[src/design/eio_map.vh]
`ifndef EIO_MAP_VH
`define EIO_MAP_VH
// register byte offsets
`define EIO_CTRL_OFS 12'h000
`define EIO_ASGN_OFS 12'h004
`define EIO_SER_OFS 12'h008
`define EIO_STAT_OFS 12'h00c
`define EIO_CYC_OFS 12'h010
// control register fields
`define EIO_C_HOLD 0
`define EIO_C_VOLT 1
`define EIO_C_CLMP_LO 2
`define EIO_C_CLMP_HI 4
`define EIO_C_POL_LO 5
`define EIO_C_POL_HI 8
`define EIO_C_DIG 9
`define EIO_C_MODE_LO 10
`define EIO_C_MODE_HI 11
`define EIO_CTRL_W 12
`define EIO_CTRL_RST 12'h1ec
// serial register fields
`define EIO_S_W 15
`define EIO_S_NODE_LO 10
`define EIO_S_NODE_HI 14
`define EIO_SER_RST 15'h0020
`define EIO_NODE_MAX 5'h10
// clamp selections
`define EIO_CL_LOW 3'h0
`define EIO_CL_MID 3'h1
`define EIO_CL_HIGH 3'h2
`define EIO_CL_MAX 3'h3
`define EIO_CL_MIN 3'h4
// measurement modes
`define EIO_MODE_HIGH 2'h2
`define EIO_MODE_CUSTOM 2'h3
// clamp levels: current in microamps, voltage in signed millivolts
`define EIO_I_4MA 16'h0fa0
`define EIO_I_12MA 16'h2ee0
`define EIO_I_20MA 16'h4e20
`define EIO_I_MAX 16'h61a8
`define EIO_I_MIN 16'h07d0
`define EIO_V_N10 16'hd8f0
`define EIO_V_0 16'h0000
`define EIO_V_P10 16'h2710
`define EIO_V_MAX 16'h2af8
`define EIO_V_MIN 16'hd508
// timing
`define EIO_CLK_HZ 20000000
`define EIO_BANK_DLY_MS 500
`define EIO_BANK_MAX_S 30
`define EIO_CYC_RST 16'h0064
`endif

[src/design/eio_bank_io.v]
// The implementer's own choices: the placing of the registers and the APB slave port.
`timescale 1ns/1ps
`include "eio_map.vh"
// Function
// - hold mode keeps last judgment and linear
// - clamp mode: judgments off, linear clamp value
// - current clamp choices 4/12/20/max/min mA
// - voltage clamp choices -10/0/10/max/min V
// - before first hold value, behave as clamp
// - per-wire polarity for four inputs
// - standard pattern: trigger, reset, laser-off, zero
// - bank pattern: wires 0,1 select bank
// - A,B encode bank 1 to 4
// - bank switch starts 0.5 s after change
// - bank switch completes within 30 s
// - busy high during whole bank switch
// - assignment pattern stored per bank
// - digital output gates batch stream command
// - high/custom modes with digital output on: cycle times 1.5
// - other modes: cycle unchanged
// - selecting high mode clears digital output
// - monitor graph/logging forces digital output on
// - serial 7/8 bits, parity, 1/2 stop
// - baud 9600 to 115200, default 38400
// - terminator CR, LF or CR+LF
// - node 0..16 and protocol selection
module eio_bank_io #(
   parameter BANK_DLY_CYC = `EIO_CLK_HZ / 1000 * `EIO_BANK_DLY_MS,
   parameter SWITCH_CYC = `EIO_CLK_HZ * `EIO_BANK_MAX_S,
   parameter LIN_W = 16
) (
   input wire pclk,
   input wire presetn,
   input wire psel,
   input wire penable,
   input wire pwrite,
   input wire [11:0] paddr,
   input wire [31:0] pwdata,
   output reg [31:0] prdata,
   output wire pready,
   output wire pslverr,
   input wire input_wire_0,
   input wire input_wire_1,
   input wire input_wire_2,
   input wire input_wire_3,
   input wire meas_valid,
   input wire hold_meas,
   input wire [2:0] judge_in,
   input wire [LIN_W-1:0] linear_in,
   input wire monitor_active,
   input wire batch_stream_command,
   output reg [2:0] judge_out,
   output reg [LIN_W-1:0] linear_out,
   output reg trigger_active,
   output reg reset_active,
   output reg laser_off_input,
   output reg zero_reset_active,
   output reg [1:0] bank_sel,
   output reg busy,
   output reg batch_accept,
   output reg batch_reject,
   output reg [15:0] meas_cycle,
   output wire [`EIO_S_W-1:0] serial_cfg
);

   // ------------------------------------------------------------
   // sequencer states
   // ------------------------------------------------------------
   // idle: bank inputs match the live bank, or standard pattern
   // wait: a new select pattern is settling, counted in pclk cycles
   // switch: busy is high while the new bank loads
   // the fourth code is unused and falls back to idle
   localparam ST_IDLE = 2'h0;
   localparam ST_WAIT = 2'h1;
   localparam ST_SWITCH = 2'h2;

   // ------------------------------------------------------------
   // storage
   // ------------------------------------------------------------
   // ctrl_q: hold/clamp, scale, clamp choice, polarity, digital, mode
   // asgn_q: one pattern bit per bank, so each bank keeps its own
   // ser_q: framing, rate, terminator, protocol and node number
   // cyc_base_q: cycle before any digital-output stretch
   // cnt_q is shared by the settle delay and the switch span; it is
   // 32 bits so the full-scale switch time still fits
   reg [`EIO_CTRL_W-1:0] ctrl_q;
   reg [3:0] asgn_q;
   reg [`EIO_S_W-1:0] ser_q;
   reg [15:0] cyc_base_q;
   reg [1:0] state_q;
   reg [31:0] cnt_q;
   reg [1:0] sel_seen_q;
   reg have_val_q;
   reg [2:0] judge_last_q;
   reg [LIN_W-1:0] lin_last_q;
   wire [3:0] act;
   wire [1:0] sel_now;
   wire bank_pat;
   wire dig_eff;
   wire use_hold;
   wire wr;
   wire rd_hit;
   wire [2:0] clsel;
   wire [1:0] mode;
   reg [LIN_W-1:0] clamp_val;

   // ------------------------------------------------------------
   // helpers
   // ------------------------------------------------------------
   // a wire is active when its level equals its polarity bit;
   // polarity 1 means active while the wire is on, 0 while it is off
   // the same test is used for all four wires, hence a function
   function act_of;
      input lvl;
      input pol;
      begin
         act_of = ~(lvl ^ pol);
      end
   endfunction

   // high and custom modes have the short cycle that digital output
   // stretches; every other mode keeps its cycle
   function is_fast;
      input [1:0] m;
      begin
         is_fast = (m == `EIO_MODE_HIGH) || (m == `EIO_MODE_CUSTOM);
      end
   endfunction

   // ------------------------------------------------------------
   // apb slave
   // ------------------------------------------------------------
   // zero wait states; the cost is a wide read mux on the access cycle
   // writes land on the access edge; an unmapped address answers
   // with pslverr and is ignored, status is read-only and drops
   // writes, and a write to the cycle address sets the base cycle
   assign pready = 1'b1;
   assign wr = psel & penable & pwrite;
   assign rd_hit = (paddr == `EIO_CTRL_OFS) || (paddr == `EIO_ASGN_OFS) ||
      (paddr == `EIO_SER_OFS) || (paddr == `EIO_STAT_OFS) ||
      (paddr == `EIO_CYC_OFS);
   assign pslverr = psel & penable & ~rd_hit;
   assign mode = ctrl_q[`EIO_C_MODE_HI:`EIO_C_MODE_LO];
   assign clsel = ctrl_q[`EIO_C_CLMP_HI:`EIO_C_CLMP_LO];
   assign serial_cfg = ser_q;

   // register writes
   // a write to the control word that selects high mode drops the
   // digital bit in the same edge, so no stretched cycle is seen unless monitor use forces digital output on
   always @(posedge pclk or negedge presetn) begin
      if (!presetn) begin
         ctrl_q <= `EIO_CTRL_RST;
         asgn_q <= 4'h0;
         ser_q <= `EIO_SER_RST;
         cyc_base_q <= `EIO_CYC_RST;
      end else if (wr) begin
         case (paddr)
            `EIO_CTRL_OFS: begin
               ctrl_q <= pwdata[`EIO_CTRL_W-1:0];
               // high mode runs at the unstretched cycle unless monitor use forces digital output on
               if (pwdata[`EIO_C_MODE_HI:`EIO_C_MODE_LO] == `EIO_MODE_HIGH)
                  ctrl_q[`EIO_C_DIG] <= 1'b0;
            end
            `EIO_ASGN_OFS: asgn_q <= pwdata[3:0];
            `EIO_SER_OFS: begin
               // an out-of-range node number is ignored whole
               if (pwdata[`EIO_S_NODE_HI:`EIO_S_NODE_LO] <= `EIO_NODE_MAX)
                  ser_q <= pwdata[`EIO_S_W-1:0];
            end
            `EIO_CYC_OFS: cyc_base_q <= pwdata[15:0];
            default: ;
         endcase
      end
   end

   // read mux
   // pure decode of the address, valid in setup and access phases
   always @* begin
      prdata = 32'h0000_0000;
      case (paddr)
         `EIO_CTRL_OFS: prdata[`EIO_CTRL_W-1:0] = ctrl_q;
         `EIO_ASGN_OFS: prdata[3:0] = asgn_q;
         `EIO_SER_OFS: prdata[`EIO_S_W-1:0] = ser_q;
         `EIO_STAT_OFS: prdata[5:0] = {dig_eff, have_val_q, busy,
            state_q == ST_WAIT, bank_sel};
         `EIO_CYC_OFS: prdata = {cyc_base_q, meas_cycle};
         default: prdata = 32'h0000_0000;
      endcase
   end

   // ------------------------------------------------------------
   // input decode
   // ------------------------------------------------------------
   assign act[0] = act_of(input_wire_0, ctrl_q[`EIO_C_POL_LO]);
   assign act[1] = act_of(input_wire_1, ctrl_q[`EIO_C_POL_LO+1]);
   assign act[2] = act_of(input_wire_2, ctrl_q[`EIO_C_POL_LO+2]);
   assign act[3] = act_of(input_wire_3, ctrl_q[`EIO_C_POL_LO+3]);
   assign bank_pat = asgn_q[bank_sel];
   // a is the high bit: off,on selects the second bank
   assign sel_now = {act[0], act[1]};

   // function outputs registered, one cycle behind the wires
   // in bank pattern wires 0 and 1 are select bits, so trigger and
   // reset stay off there; laser-off and zero reset work in both
   // patterns
   always @(posedge pclk or negedge presetn) begin
      if (!presetn) begin
         trigger_active <= 1'b0;
         reset_active <= 1'b0;
         laser_off_input <= 1'b0;
         zero_reset_active <= 1'b0;
      end else begin
         trigger_active <= act[0] & ~bank_pat;
         reset_active <= act[1] & ~bank_pat;
         laser_off_input <= act[2];
         zero_reset_active <= act[3];
      end
   end

   // ------------------------------------------------------------
   // bank switch sequencer
   // ------------------------------------------------------------
   // any further change while waiting restarts the settle delay
   // leaving bank pattern while waiting abandons the switch; once
   // busy is up the switch always runs to its end, since a half-loaded
   // bank is worse than a late one
   // limitation: the switch always takes the full maximum span
   always @(posedge pclk or negedge presetn) begin
      if (!presetn) begin
         state_q <= ST_IDLE;
         cnt_q <= 32'h0000_0000;
         sel_seen_q <= 2'h0;
         bank_sel <= 2'h0;
         busy <= 1'b0;
      end else begin
         case (state_q)
            ST_IDLE: begin
               if (bank_pat && sel_now != bank_sel) begin
                  state_q <= ST_WAIT;
                  sel_seen_q <= sel_now;
                  cnt_q <= 32'h0000_0000;
               end
            end
            ST_WAIT: begin
               if (!bank_pat) begin
                  state_q <= ST_IDLE;
               end else if (sel_now != sel_seen_q) begin
                  sel_seen_q <= sel_now;
                  cnt_q <= 32'h0000_0000;
               end else if (cnt_q == BANK_DLY_CYC - 1) begin
                  state_q <= ST_SWITCH;
                  cnt_q <= 32'h0000_0000;
                  busy <= 1'b1;
               end else begin
                  cnt_q <= cnt_q + 32'h0000_0001;
               end
            end
            ST_SWITCH: begin
               // new bank goes live as busy falls
               if (cnt_q == SWITCH_CYC - 1) begin
                  state_q <= ST_IDLE;
                  bank_sel <= sel_seen_q;
                  busy <= 1'b0;
               end else begin
                  cnt_q <= cnt_q + 32'h0000_0001;
               end
            end
            default: begin
               state_q <= ST_IDLE;
               busy <= 1'b0;
            end
         endcase
      end
   end

   // ------------------------------------------------------------
   // no-measurement handling
   // ------------------------------------------------------------
   // clamp level table, current or voltage scale
   // current levels in microamps, voltage levels in signed millivolts
   // unused choices fall to the maximum, the safe default
   always @* begin
      case (clsel)
         `EIO_CL_LOW: clamp_val = ctrl_q[`EIO_C_VOLT] ? `EIO_V_N10 :
            `EIO_I_4MA;
         `EIO_CL_MID: clamp_val = ctrl_q[`EIO_C_VOLT] ? `EIO_V_0 :
            `EIO_I_12MA;
         `EIO_CL_HIGH: clamp_val = ctrl_q[`EIO_C_VOLT] ? `EIO_V_P10 :
            `EIO_I_20MA;
         `EIO_CL_MIN: clamp_val = ctrl_q[`EIO_C_VOLT] ? `EIO_V_MIN :
            `EIO_I_MIN;
         default: clamp_val = ctrl_q[`EIO_C_VOLT] ? `EIO_V_MAX :
            `EIO_I_MAX;
      endcase
   end

   // hold needs a captured value; in hold measurement none exists at first
   assign use_hold = ctrl_q[`EIO_C_HOLD] & (have_val_q | ~hold_meas);

   // a fresh value always passes straight through and is remembered
   // for hold; without one, hold or clamp decides the outputs
   always @(posedge pclk or negedge presetn) begin
      if (!presetn) begin
         have_val_q <= 1'b0;
         judge_last_q <= 3'h0;
         lin_last_q <= {LIN_W{1'b0}};
         judge_out <= 3'h0;
         linear_out <= {LIN_W{1'b0}};
      end else begin
         if (meas_valid) begin
            have_val_q <= 1'b1;
            judge_last_q <= judge_in;
            lin_last_q <= linear_in;
            judge_out <= judge_in;
            linear_out <= linear_in;
         end else if (use_hold) begin
            judge_out <= judge_last_q;
            linear_out <= lin_last_q;
         end else begin
            judge_out <= 3'h0;
            linear_out <= clamp_val;
         end
      end
   end

   // ------------------------------------------------------------
   // digital output and measurement cycle
   // ------------------------------------------------------------
   // monitor use forces digital output on, even in high mode
   assign dig_eff = ctrl_q[`EIO_C_DIG] | monitor_active;

   // batch answers last as long as the request, one edge after it;
   // the stretched cycle is base plus half base, rounded down

   always @(posedge pclk or negedge presetn) begin
      if (!presetn) begin
         batch_accept <= 1'b0;
         batch_reject <= 1'b0;
         meas_cycle <= `EIO_CYC_RST;
      end else begin
         batch_accept <= batch_stream_command & dig_eff;
         batch_reject <= batch_stream_command & ~dig_eff;
         if (dig_eff && is_fast(mode))
            meas_cycle <= cyc_base_q + {1'b0, cyc_base_q[15:1]};
         else
            meas_cycle <= cyc_base_q;
      end
   end

endmodule // eio_bank_io

[config.mk]
export PLATFORM = sky130hd
export DESIGN_NAME = eio_bank_io
export DESIGN_NICKNAME = d
export VERILOG_FILES = /design/src/design/eio_bank_io.v
export VERILOG_INCLUDE_DIRS = /design/src /design/src/design
export SDC_FILE = /design/constraint.sdc
export NUM_CORES = 1
export LEC_CHECK = 0
export BUFFER_PORTS_ARGS = -buffer_cell sky130_fd_sc_hd__buf_4
export CAP_MARGIN = 40
export CORE_UTILIZATION = 30
export DETAILED_ROUTE_END_ITERATION = 8
export GPL_TIMING_DRIVEN = 0
export PLACE_DENSITY_LB_ADDON = 0.25
export SYNTH_ARGS = -nofsm -noshare
export SYNTH_HDL_FRONTEND = slang
export SYNTH_SLANG_ARGS = --single-unit
[constraint.sdc]
create_clock -name pclk -period 3.2 [get_ports pclk]
set_input_delay 0.32 -clock pclk [delete_from_list [all_inputs] [get_ports pclk]]
set_output_delay 0.32 -clock pclk [all_outputs]
set_load 0.01 [all_outputs]
==> impl_results.md <==
* Worst Setup End Kind: register
* Most used flip-flop cell after synthesis: dfrtp_1
* Critical path class: register to register
* PD cells at 408 mW/mm^2
* Yosys reg bits at 147
* WHS at 0.0631 ns
* Routed Antenna Nets at 0
* Post-synth ARST share at 100%
* Combinational family with the most area after synthesis: compound AO/OA/AOI/OAI gates
* Most common cell after layout, fill and taps aside: buf_4
* Root buf cell: clkbuf_16
* XOR/XNOR share of the synthesized area at 2.51%
* Final min period at 2.98 ns
* Adder-Cell Fraction of Synth Area at 3.13%
* VDD IR max at 325 uV
* Synth warnings at 0
* Syn Inst Count at 814
* First-pass GRT wire length at 38,500 um
* Reg power frac at 45.2%
* Final net count at 1,080
* CTS tree: yes
* Initial DRC Count at 535
* Detailed Route WL at 23,800 um
* Cell area after synthesis at 0.00824 sq mm
* Pint at 3.22 mW
* Max H-tree Level at 4
* Leak Pwr at 4.69 nW
* Total power at 4.26 mW
* Seq/Total Area, Yosys at 44.8%
* Area grow syn2layout at 26.7%
* Setup TNS at 0 ns
* Share of cells above drive strength 1 at 31.0%
* Synth cell types at 86
* Pre-CTS WS at 0.106 ns
* Sw Share at 24.5%
* # fillers at 2,715
* Die Width at 168 um
* # setup viols final at 0
* EDFF count, synth at 0
* Die height at 168 um
* Post-synthesis compound-gate area fraction at 18.6%
* # rows at 60
* Most frequent cells in the layout: 151 x buf_4, 134 x dfrtp_1, 73 x o21ai_0
* Comb pwr share at 5.8%
* Clock buffer count from CTS at 17
* Initial antenna violation count at 1
* I/O pins at 169
* RSZ-0062 raised after global routing: false
* CP Launch Type: register
* Die area at 0.0281 sq mm
* Slew margin rel. at 49.2%
* GRT Resource Usage Total at 17.5%
* RD Place Congestion at 0.852
* DRT Pass-1 Iters at 5
* Syn avg cell area at 10.1 sq um
* Final Skew at 0.0126 ns
* Worst-Skew Late Latency at 0.43 ns
* Initial Utilization at 30.6%
* Worst-path clk slew at 0.07 ns
* Crit Path Max Fanout at 10
* Clock Power Share at 49.0%
* Final hold violations at 0
* NetSw at 1.04 mW
* Setup bufs post-CTS at 0
* Run status: complete, no violations
* Drc violations at 0
* Final period util at 93.0%
* Max Cap Viol at 0
* Post-DR vias/cell at 5.19
* Avg WL per Cell at 17.8 um
* Largest net degree at the start of global routing at 80
* Final slew viol count at 0
* Num Clock Sinks at 147
* Post-DP HPWL at 17,600 um
* # port buffers at 149
* Post-route setup slack at 0.224 ns
* WP data arrival at 3.27 ns
* Diode count at 0
* Maximum clock rate at 0.336 GHz
* R2r setup slk at 0.22 ns
* Number of global-route vias before repair at 6,828
* DR vias at 6,946
* Core Area at 0.0270 sq mm
* Hold WC Path Type: primary input to register
* Simple-Gate Fraction of Synth Area at 17.5%
* GRT overflow at 0
* Syn Nets at 910
* Post-synthesis mux area share at 9.00%
* Clock Tree Buf Depth at 2
* Worst slew pin tran at 0.752 ns
* CP required at 3.50 ns
[cell usage after synthesis, drive strengths merged, types with 7 or more instances]
library cell / n / area, sq um
nand3: 20 / 110
nor4: 11 / 90.1
ha: 19 / 238
nor3: 20 / 100
inv: 38 / 143
clkbuf: 27 / 103
a31oi: 7 / 43.8
a211oi: 9 / 67.6
a21oi: 31 / 155
o21ai: 78 / 394
a21boi: 8 / 60.1
and2: 24 / 150
dfrtp: 134 / 3350
nand2: 65 / 244
dfstp: 13 / 342
or3: 12 / 87.6
nor2: 36 / 138
mux2: 63 / 709
o31ai: 21 / 158
xnor2: 9 / 78.8
a2bb2oi: 12 / 149
nor3b: 9 / 67.6
buf: 20 / 118
nand4: 11 / 75.1
[power by group through the flow]
stage                     combinational [mW]  clock [mW]  sequential (mW)
after floorplan                       0.0824           0             1.96
after global placement                 0.245           0             1.96
after detailed placement               0.252           0             1.96
after CTS                              0.253        2.14             1.92
after global routing                   0.277        2.23             1.93
final                                  0.248        2.09             1.92
[worst paths after layout]
path | start | endpoint | cells after the start
hold reg to reg | cnt_q[31]$_DFFE_PN0P_ | cnt_q[31]$_DFFE_PN0P_ | 1
setup reg to reg | cnt_q[0]$_DFFE_PN0P_ | cnt_q[12]$_DFFE_PN0P_ | 8
max in group asynchronous | presetn | ctrl_q[8]$_DFFE_PN1P_ | 3
min in group asynchronous | presetn | linear_out[1]$_DFF_PN0_ | 2
setup / recovery | cnt_q[0]$_DFFE_PN0P_ | cnt_q[12]$_DFFE_PN0P_ | 8
hold / removal | input_wire_2 | laser_off_input$_DFF_PN0_ | 2
[flip-flops by register name, summed over array words and instances, names as in the netlist, 3 cells and up]
| signal | flops |
|---|---|
| judge_last_q | 3 |
| judge_out | 3 |
| asgn_q | 4 |
| serial_cfg | 15 |
| linear_out | 16 |
| cnt_q | 32 |
| meas_cycle | 16 |
| lin_last_q | 16 |
| cyc_base_q | 16 |
| ctrl_q | 12 |
[cell type report]
cell class                      instances  area, sq um  share of cell area, %
Sequential cell                       147         3690                   35.4
Clock buffer                           18          439                   4.21
Clock inverter                         14          170                   1.63
Timing Repair Buffer                  151         1160                   11.1
Tap cell                              341          427                   4.09
Buffer                                 47          220                   2.11
Inverter                               38          143                   1.37
Multi-Input combinational cell        582         4190                   40.1
[critical path, cell delays in order, from the launching register on]
cell,delay [ns]
dfrtp_1,0.40
ha_1,0.22
nand3_2,0.17
nor3_1,0.65
nand4_1,0.47
nand2_1,0.37
buf_2,0.30
o21ai_0,0.13
o2bb2ai_1,0.14
[kinds of logic after synthesis]
kind of cell	after synthesis
AOI/OAI and AO/OA	224
xor gates and xnor gates	17
adders and majority gates	20
buffers and inverters	85
DFF	147
muxes	65
other	1
and+or+nand+nor	255
[layer usage]
layer	track usage, %	wire length [um]	up-vias
met5	0	0	-
met4	5.98	417	0
met3	3.47	1180	28
met2	26.2	10600	196
met1	24.9	11600	3361
li1	-	-	3361
[what timing repair did]
action                                 in CTS  in global routing
endpoints found under the hold margin      68                  0
setup endpoints to repair                   0                  1
resized for setup                           0                  1
hold buffers                                1                  0
[through the flow]
step | instances | instance area, sq um | utilization, %
after global placement | 1304 | 9790 | 36.3
after detailed placement | 1305 | 9820 | 36.4
after global routing | 1338 | 10400 | 38.7
after CTS | 1338 | 10400 | 38.7
final | 1338 | 10400 | 38.7
after floorplan | 814 | 8240 | -
Note: power is estimated with default switching activity, not from simulation.
